**src/design/can_tim_pkg.sv**
```systemverilog
package can_tim_pkg;

  // bus geometry
  localparam int ADDR_W = 32;
  localparam int DATA_W = 32;

  // register byte addresses
  localparam logic [ADDR_W-1:0] CTRL_OFS  = 32'h4005_0000;
  localparam logic [ADDR_W-1:0] STAT_OFS  = 32'h4005_0004;
  localparam logic [ADDR_W-1:0] BT_OFS    = 32'h4005_000c;
  localparam logic [ADDR_W-1:0] IDENT_OFS = 32'h4005_0010;
  localparam logic [ADDR_W-1:0] TEST_OFS  = 32'h4005_0014;
  localparam logic [ADDR_W-1:0] PEXT_OFS  = 32'h4005_0018;
  localparam logic [ADDR_W-1:0] PEND_OFS  = 32'h4005_0040;

  // controller_control_register layout
  localparam int CTRL_W         = 8;
  localparam int CTRL_INIT_BIT  = 0;
  localparam int CTRL_IRQEN_BIT = 1;
  localparam int CTRL_CFGEN_BIT = 6;
  localparam int CTRL_TEST_BIT  = 7;
  localparam logic [CTRL_W-1:0] CTRL_RST = 8'h01;

  // bit_timing_config: field order matches bits 14:0
  typedef struct packed {
    logic [2:0] postSeg;
    logic [3:0] preSeg;
    logic [1:0] jumpWidth;
    logic [5:0] prescaler;
  } bt_cfg_s;
  localparam int BT_W = 15;
  localparam logic [BT_W-1:0] BT_RST = 15'h2301;

  // prescaler_extension
  localparam int PEXT_W = 4;
  localparam logic [PEXT_W-1:0] PEXT_RST = 4'h0;
  localparam int DIV_W = PEXT_W + 6;

  // transmit pin override
  typedef enum logic [1:0] {
    TX_CTRL   = 2'b00,
    TX_SAMPLE = 2'b01,
    TX_LOW    = 2'b10,
    TX_HIGH   = 2'b11
  } tx_mode_e;

  // test_mode_control bits 6:2, receive monitor at bit 7
  typedef struct packed {
    tx_mode_e txMode;
    logic     loopback;
    logic     silent;
    logic     basic;
  } test_cfg_s;
  localparam int TEST_W   = 5;
  localparam int TEST_LSB = 2;
  localparam int TEST_RX_BIT = 7;
  localparam logic [TEST_W-1:0] TEST_RST = 5'h00;

  // interrupt identifier
  localparam int NUM_OBJ = 32;
  localparam int ID_W    = 16;
  localparam logic [ID_W-1:0] INT_NONE   = 16'h0000;
  localparam logic [ID_W-1:0] INT_STATUS = 16'h8000;

  // bit time segments
  typedef enum logic [1:0] {
    SEG_SYNC = 2'b00,
    SEG_PRE  = 2'b01,
    SEG_POST = 2'b10
  } seg_e;
  localparam int SEG_CNT_W = 5;

endpackage

```
**src/design/can_irq_select.sv**
```systemverilog
`timescale 1ns/10ps
module can_irq_select (
  // pending sources
  input  wire logic [can_tim_pkg::NUM_OBJ-1:0] objPend,
  input  wire logic                            statusPend,
  // selected identifier
  output logic [can_tim_pkg::ID_W-1:0]         sourceCode
);

  // scan from the top so the lowest object number is left standing
  always_comb begin
    sourceCode = can_tim_pkg::INT_NONE;
    for (int i = can_tim_pkg::NUM_OBJ - 1; i >= 0; i--) begin
      if (objPend[i]) begin
        sourceCode = can_tim_pkg::ID_W'(i + 1);
      end
    end
    if (statusPend) begin
      sourceCode = can_tim_pkg::INT_STATUS;
    end
  end

endmodule

```
**config.mk**
```make
export PLATFORM = sky130hd
export DESIGN_NAME = can_irq_select
export DESIGN_NICKNAME = d
export VERILOG_FILES = /design/src/design/can_tim_pkg.sv /design/src/design/can_irq_select.sv
export SDC_FILE = /design/constraint.sdc
export NUM_CORES = 1
export LEC_CHECK = 0
export ABC_CLOCK_PERIOD_IN_PS = 3000
export BUFFER_PORTS_ARGS = -buffer_cell sky130_fd_sc_hd__buf_4
export CORE_AREA = 4 4 41 43
export DETAILED_ROUTE_END_ITERATION = 8
export DIE_AREA = 0 0 45 47
export GPL_ROUTABILITY_DRIVEN = 0
export PLACE_DENSITY_LB_ADDON = 0.12
export SYNTH_ARGS = -nofsm -noshare
export SYNTH_HDL_FRONTEND = slang
export SYNTH_SLANG_ARGS = --single-unit
```
**constraint.sdc**
```tcl
create_clock -name vclk -period 3
set_clock_uncertainty 0.1 [all_clocks]
set_input_delay 0 -clock vclk [all_inputs]
set_output_delay 0 -clock vclk [all_outputs]
set_load 0.1 [all_outputs]
```
Word-level counts from Yosys, hierarchy flattened. Cells that the tools add are included.

Logic and storage cells: 33. Input port bits: 33. Output and inout port bits: 16. Flip-flop bits (word level): 0.

Multiplexer cells: 33.

Operators with widths (number): 16-bit 2-to-1 mux (32); 6-bit 2-to-1 mux (1).

Depth between registers and ports, before layout. Gate-level depths: netlist of run 1.

Word-level depth: 33. Depth in mapped cells: 5. Gate-level depth less buffers: 5.

Worst setup path before layout of run 1. No wires, ideal clock.

Kind: input-to-output. Start: input port objPend[29] in the netlist's numbering. End: output port sourceCode[0] in the netlist's numbering. Path buffers: 0. Stages: 5. Data required time: 2.900 ns. Data arrival time: 2.807 ns. Setup slack: 0.093 ns. Path through: nor2_1 -> a221oi_1 -> o31ai_1 -> o2111ai_1 -> a221oi_1.

Cells in the longest elaborated chain, start to end: 31.

RTL lines: from (decl) (line can_irq_select.sv:4) `input wire logic [can_tim_pkg::NUM_OBJ-1:0] objPend,`; 16-bit 2-to-1 mux (30 in series) (line can_irq_select.sv:14) `if (objPend[i]) begin`; 16-bit 2-to-1 mux (line can_irq_select.sv:18) `if (statusPend) begin`; to (decl) (line can_irq_select.sv:7) `output logic [can_tim_pkg::ID_W-1:0] sourceCode`.

Every way passes these cells.

Worst setup path in the final report of run 1.
Start: input port objPend[29] in the netlist's numbering. End: output port sourceCode[5] in the netlist's numbering.

The elaborated chain is that of the path after synthesis.

==> results.sh, run 1 <==
export IMPL_status="finished clean"
export IMPL_postRouteWirelength_um=1504
export IMPL_final_area_um2=762.0
export IMPL_synthDominantCellAreaShare_pct=15.38
export IMPL_drtIter0Drc=8
export IMPL_wl_per_cell_um=11.66
export IMPL_viasPerCell=5.031
export IMPL_vias=649
export IMPL_postSynthCellCount=76
export IMPL_endpoint="sourceCode[5]"
export IMPL_ir_worst_vdd_v=0.0001278
export IMPL_pin_count=49
export IMPL_post_cts_buffers=0
export IMPL_post_route_util_pct=58.56
export IMPL_place_hpwl_um=1367
export IMPL_dr_pass1_iters=4
export IMPL_setup_violations=0
export IMPL_setup_worst_path_start="objPend[29]"
export IMPL_area_growth_pct=56.15
export IMPL_nFillCells=147
export IMPL_synth_top_cells_by_count="10 x buf_4, 10 x nor2_1, 7 x a21oi_1, 7 x inv_1, 6 x nor4_1"
export IMPL_grt_max_degree=6
export IMPL_design_seq_count=0
export IMPL_grt_pass1_wl_um=2332
export IMPL_netlist_area_um2=488.0
export IMPL_die_area_um2=2115
export IMPL_cp_end_kind="primary output"
export IMPL_grt_pass1_vias=585
export IMPL_ant_nets=0
export IMPL_die_y_um=47
export IMPL_ff_latch_area_um2=0
export IMPL_design_core_area_um2=1301
export IMPL_yosysWarnings=0
export IMPL_setup_tns_ps=0
export IMPL_power_leakage_uw=0.0003812
export IMPL_cts_hold_buf=0
export IMPL_synth_avg_cell_area_um2=6.421
export IMPL_cts_resized=0
export IMPL_pre_cts_ws_ps=1501
export IMPL_drive_above_1_share_pct=40.35
export IMPL_start_kind="input port"
export IMPL_layout_min_cycle_time_ps=1497
export IMPL_die_w_um=45
export IMPL_rows=13
export IMPL_initial_core_util_pct=37.50
export IMPL_drc_errors=0
export IMPL_grt_ovfl_total=0
export IMPL_fin_ws_ps=1503
export IMPL_synth_cell_types=26
export IMPL_ys_top_cells_by_area="buf_4 15%, nor2_1 7.7%, nor4_1 7.7%, a21oi_1 7.2%, or4_4 6.9%"
export IMPL_io_buffers=40
export IMPL_yosysTopAreaCell="buf_4"
export IMPL_crit_type="input port to primary output"
export IMPL_period_share_pct=49.92
export IMPL_crit_fanout=3
export IMPL_finalMaxSlewViolations=0
export IMPL_nClkBuffers=0
export IMPL_hold_viol=0
export IMPL_antenna_found_initial=0
export IMPL_antenna_cells=0
export IMPL_multi_input_area_um2=416.7
export IMPL_nets=149
export IMPL_cp_arrival_ps=1400
export IMPL_max_cap_violations=0
export IMPL_hold_path_class="input port to primary output"
export IMPL_dpl_cell_area_um2=762.0
export IMPL_rsz0062_at_grt="false"
export IMPL_clock_fmax_mhz=667.8
export IMPL_grt_usage_pct=13.86
export IMPL_yosysSeqAreaShare_pct=0
export IMPL_cp_required_ps=2900
export IMPL_cellPowerDensity_nw_per_um2=192.7
through the flow:
step	hold slack (ps)	instances	power, µW
3_5_place_dp	250.7	129	146.3
2_1_floorplan	111.5	84	100.8
5_1_grt	261.7	129	156.5
4_1_cts	251.3	129	146.6
3_3_place_gp	248.8	129	145.7
6_report	249.3	129	146.9
worst max-delay path, cell delays in order:
cell      delay [ps]
buf_4            120
or4_4            530
nand2b_4         170
nor3_4           130
and3_1           170
buf_4            280
area by class of cell:
| class | count | share of cell area (%) |
|---|---|---|
| inverter | 7 | 3.448 |
| timing repair buffer | 40 | 39.41 |
| tap | 15 | 2.463 |
| multi-input combinational | 67 | 54.68 |
layer usage:
metal  track usage, %  part of all wire, %  vias to the layer above
li1                 -                    -                      349
met1            18.69                   44                      275
met2            25.42                   47                       25
met3            1.149                  8.7                        0
met4                0                    0                        0
met5                0                    0                        -
report_power, final:
| group | leakage (µW) | switching (µW) | internal, µW |
|---|---|---|---|
| clock network | 0 | 0 | 0 |
| registers | 0 | 0 | 0 |
| logic | 0.000381 | 104 | 43.3 |
cells by family after synthesis:
group / count (synthesis) / share of synthesized area (%)
buffers and inverters: 17 / 20.77
AND/OR/NAND/NOR: 35 / 46.93
other: 1 / 0.7685
AO/OA/AOI/OAI: 23 / 31.54
how the worst min path moves through the flow:
stage,start,endpoint,slack (ps),depth (start not counted)
CTS,statusPend,sourceCode[15],250,2
global placement,statusPend,sourceCode[15],250,2
global route,statusPend,sourceCode[15],260,2
detailed placement,statusPend,sourceCode[15],250,2
finish,statusPend,sourceCode[15],250,2
floorplan,statusPend,sourceCode[15],110,1
layout by cell type, fill, tap and decap left out, drive strengths merged, types with 2 or more instances in the layout:
master / instances
o21ai: 3
nor2b: 2
a221oi: 2
nor3: 6
o31ai: 4
a21oi: 7
conb: 9
or4: 4
buf: 40
nor4: 7
nand2: 3
nor2: 10
inv: 7
a2111oi: 2
No activity file was read; power rests on OpenSTA's default activity.
==> run 2, diff against run 1 <==
Settings changed: ABC_CLOCK_PERIOD_IN_PS 3000 to 1200, CORE_AREA 4 4 41 43 to default, CORE_MARGIN from default to 4, CORE_UTILIZATION from default to 34, DIE_AREA 0 0 45 47 to default.
Clock period 3 ns to 1.2 ns, I/O delays scaled along.
==> run 2 against run 1 <==
  * The flow now finishes with violations (negative setup slack)
  * Count of clock-buffer cells in the layout is the same
  * Core utilization increased by 31 points
  * Die area decreased by 0.45%
  * Power rose to 3.4 times the previous value
  * Critical path type unchanged
  * Global-route usage up 7.9 points
==> results.sh, run 2 (same netlist as run 1, synthesis figures left out) <==
export IMPL_status="finished, violations left"
export IMPL_violations="negative setup slack"
export IMPL_die_area_um2=2105
export IMPL_rsz0062_at_grt="true"
export IMPL_grt_pass1_wl_um=3477
export IMPL_grt_max_degree=5
export IMPL_setup_worst_path_start="objPend[30]"
export IMPL_power_leakage_uw=0.0005458
export IMPL_ff_latch_area_um2=0
export IMPL_crit_fanout=2
export IMPL_cp_end_kind="primary output"
export IMPL_fin_ws_ps=-256.4
export IMPL_design_seq_count=0
export IMPL_p_sw_uw=305.5
export IMPL_clock_power_share_pct=0
export IMPL_pin_count=49
export IMPL_drtIter0Drc=8
export IMPL_max_cap_violations=0
export IMPL_final_cell_mix="56 x buf_4, 9 x nor2_1, 9 x conb_1"
export IMPL_period_share_pct=121.4
export IMPL_design_core_area_um2=1334
export IMPL_cp_required_ps=1100
export IMPL_clock_fmax_mhz=686.6
export IMPL_finalMaxSlewViolations=0
export IMPL_crit_type="input port to primary output"
export IMPL_drc_errors=0
export IMPL_nets=175
export IMPL_start_kind="input port"
export IMPL_swShare_pct=61.89
export IMPL_nClkBuffers=0
export IMPL_setup_violations=6
export IMPL_place_hpwl_um=1615
export IMPL_combPwrFrac_pct=100.0
export IMPL_nFillCells=62
export IMPL_layout_min_cycle_time_ps=1456
export IMPL_hold_viol=0
export IMPL_hold_path_class="input port to primary output"
export IMPL_wl_per_cell_um=14.46
export IMPL_viasPerCell=5.258
export IMPL_antenna_found_initial=0
export IMPL_rows=13
export IMPL_grt_usage_pct=21.71
export IMPL_antenna_cells=0
export IMPL_ant_nets=0
export IMPL_hp_start="statusPend"
export IMPL_cts_hold_buf=0
export IMPL_multi_input_area_um2=558.0
export IMPL_io_buffers=40
export IMPL_cellPowerDensity_nw_per_um2=414.0
export IMPL_p_int_uw=188.1
export IMPL_ir_worst_vdd_v=0.0004344
export IMPL_postRouteWirelength_um=2241
export IMPL_area_growth_pct=144.4
export IMPL_p_total_uw=493.6
export IMPL_p_seq_share_pct=0
export IMPL_die_y_um=45.89
export IMPL_initial_core_util_pct=36.59
export IMPL_die_w_um=45.89
export IMPL_cp_arrival_ps=1360
export IMPL_grt_pass1_vias=854
export IMPL_vias=815
export IMPL_drive_above_1_share_pct=65.71
export IMPL_final_common_cell="buf_4"
export IMPL_grt_ovfl_total=0
export IMPL_pre_cts_ws_ps=-369.4
export IMPL_dr_pass1_iters=4
## run 2: power by group through the flow
stage	Clock, µW	Sequential (µW)	Combinational, µW
floorplan	0	0	265
global placement	0	0	439
detailed placement	0	0	445
CTS	0	0	479
global route	0	0	516
finish	0	0	494
## run 2: layer usage
metal / up-vias / part of all wire (%) / wire length [µm] / global-route usage [%]
li1: 401 / - / - / -
met2: 35 / 56 / 1262 / 46.15
met4: 0 / 0.54 / 12 / 1.705
met3: 2 / 6.9 / 154 / 2.767
met5: - / 0 / 0 / 0
met1: 377 / 36 / 811 / 22.12
## run 2: area by class of cell
cell class | count | area share, %
well taps | 15 | 1.574
repair buffers | 66 | 49.42
inverters | 7 | 2.204
multi-input cells | 67 | 46.80
## run 2: worst paths after layout
kind | end | slack [ps] | depth (start not counted)
setup / recovery | sourceCode[5] | -260 | 6
hold / removal | sourceCode[0] | 310 | 4
## run 2: worst max-delay path: stages
cell	delay (ps)
buf_6	90
or4_4	540
nand2b_4	180
nor3_4	150
and3_4	220
buf_12	170
## run 2: stage by stage
step | instance area [µm²] | utilization (%) | instances | setup TNS [ps] | hold slack [ps]
final | 1192 | 89.40 | 155 | -1116 | 307.1
after global routing | 1192 | 89.40 | 155 | -1351 | 325.0
after CTS | 1172 | 87.90 | 155 | -1143 | 305.2
after detailed placement | 1045 | 78.33 | 154 | -1679 | 359.5
after global placement | 1045 | 78.33 | 154 | -1503 | 351.6
after floorplan | 613.1 | - | 84 | -1027 | -4.061
## run 2: timing repair
action                     CTS  global route
setup endpoints to repair    6             6
resized for setup           30             5
pin swaps                    8             6
setup buffers                1             0
==> run 3, diff against run 2 <==
Settings changed: TNS_END_PERCENT from default to 10.
==> run 3 against run 2 <==
  * Final cell count decreased by 1.9%
  * Non-clock buffer count down 3
  * The flow still finishes with violations (negative setup slack)
  * Critical path depth did not move
  * Sequential share of layout area stayed put
  * Final area shrank 6.7%
  * Die area unchanged
  * Core utilization shrank 6.0 points
  * Setup slack improved by 45 ps
  * Global-route usage shrank 2.5 points
  * Maximum frequency increased by 3.2%
  * Highest routed layer is now met3
  * First-iteration DRC count increased to 3.4 times the previous value
  * Largest cell class unchanged
  * Sequential cell count unchanged
==> results.sh, run 3 (same netlist as run 1, synthesis figures left out) <==
export IMPL_met2_length_um=1132
export IMPL_viasPerCell=5.197
export IMPL_holdPathEnd="sourceCode[0]"
export IMPL_violations="negative setup slack"
export IMPL_final_cell_mix="56 x buf_4, 10 x nor2_1, 9 x conb_1"
export IMPL_die_area_um2=2105
export IMPL_grt_ovfl_total=0
export IMPL_drtIter0Drc=27
export IMPL_layout_min_cycle_time_ps=1411
export IMPL_design_core_area_um2=1334
export IMPL_vias=790
export IMPL_multi_input_area_um2=515.5
export IMPL_max_cap_violations=0
export IMPL_power_leakage_uw=0.0005227
export IMPL_crit_fanout=3
export IMPL_postRouteWirelength_um=1977
export IMPL_hp_start="statusPend"
export IMPL_area_growth_pct=127.9
export IMPL_rsz0062_at_grt="true"
export IMPL_initial_core_util_pct=36.59
export IMPL_die_w_um=45.89
export IMPL_antenna_found_initial=0
export IMPL_wl_per_cell_um=13.01
export IMPL_whs_path_depth=4
export IMPL_crit_type="input port to primary output"
export IMPL_post_route_util_pct=83.40
export IMPL_clock_fmax_mhz=708.7
export IMPL_nets=172
export IMPL_io_buffers=40
export IMPL_wl_met3_um=131
export IMPL_nFillCells=78
export IMPL_highest_layer="met3"
export IMPL_hold_viol=0
export IMPL_ir_worst_vdd_v=0.0003380
export IMPL_cellPowerDensity_nw_per_um2=411.1
export IMPL_grt_pass1_vias=767
export IMPL_nClkBuffers=0
export IMPL_pin_count=49
export IMPL_design_seq_count=0
export IMPL_hold_path_class="input port to primary output"
export IMPL_place_hpwl_um=1697
export IMPL_antenna_cells=0
export IMPL_grt_pass1_wl_um=3105
export IMPL_final_common_cell="buf_4"
export IMPL_drive_above_1_share_pct=60.58
export IMPL_finalMaxSlewViolations=0
export IMPL_period_share_pct=117.6
export IMPL_dr_pass1_iters=4
export IMPL_wl_met1_um=714
export IMPL_dpl_cell_area_um2=984.7
export IMPL_status="finished, violations left"
export IMPL_ant_nets=0
export IMPL_rows=13
export IMPL_final_area_um2=1112
export IMPL_die_y_um=45.89
export IMPL_cp_required_ps=1100
export IMPL_cp_end_kind="primary output"
export IMPL_grt_usage_pct=19.26
export IMPL_hold_ws_ps=299.4
export IMPL_start_kind="input port"
export IMPL_fin_ws_ps=-211.1
export IMPL_ff_latch_area_um2=0
export IMPL_cp_arrival_ps=1310
export IMPL_setup_violations=6
export IMPL_drc_errors=0
export IMPL_pre_cts_ws_ps=-321.1
export IMPL_grt_max_degree=6
run 3: what timing repair did:
action | in CTS | in global routing
hold buffers | 0 | 0
buffers inserted | 0 | 0
setup endpoints to repair | 6 | 6
pin swaps | 5 | 3
gates resized for setup | 23 | 7
run 3: worst max path at each step:
stage | from | to | slack, ps | depth (start not counted)
3_5_place_dp | objPend[29] | sourceCode[5] | -320 | 6
5_1_grt | objPend[29] | sourceCode[5] | -250 | 6
3_3_place_gp | objPend[29] | sourceCode[5] | -280 | 6
2_1_floorplan | objPend[29] | sourceCode[0] | -320 | 5
4_1_cts | objPend[29] | sourceCode[5] | -210 | 6
6_report | objPend[29] | sourceCode[5] | -210 | 6
run 3: critical path: stages:
cell and delay, ps:
buf_6 100, or4_4 540, nand2b_4 170, nor3_4 130, and3_4 210, buf_12 170
run 3: area by class of cell:
class	instances	share of cell area [%]
inverter	7	2.362
timing repair buffer	63	49.61
multi-input combinational	67	46.34
tap	15	1.687
run 3: through the flow:
stage	cells	total power [µW]	TNS, ps
5_1_grt	152	481.4	-1343
3_3_place_gp	152	415.9	-1453
6_report	152	457.3	-1018
3_5_place_dp	152	422.6	-1558
2_1_floorplan	84	260.2	-1471
4_1_cts	152	445.7	-987.9
run 3: power by group:
part / total [µW] / internal (µW) / switching [µW]
sequential: 0 / 0 / 0
clock: 0 / 0 / 0
combinational: 457 / 168 / 289
run 3: metal layers:
| layer | up-vias | track usage, % |
|---|---|---|
| met4 | 0 | 1.136 |
| met5 | - | 0 |
| met3 | 0 | 0 |
| met2 | 34 | 38.19 |
| li1 | 393 | - |
| met1 | 363 | 23.50 |
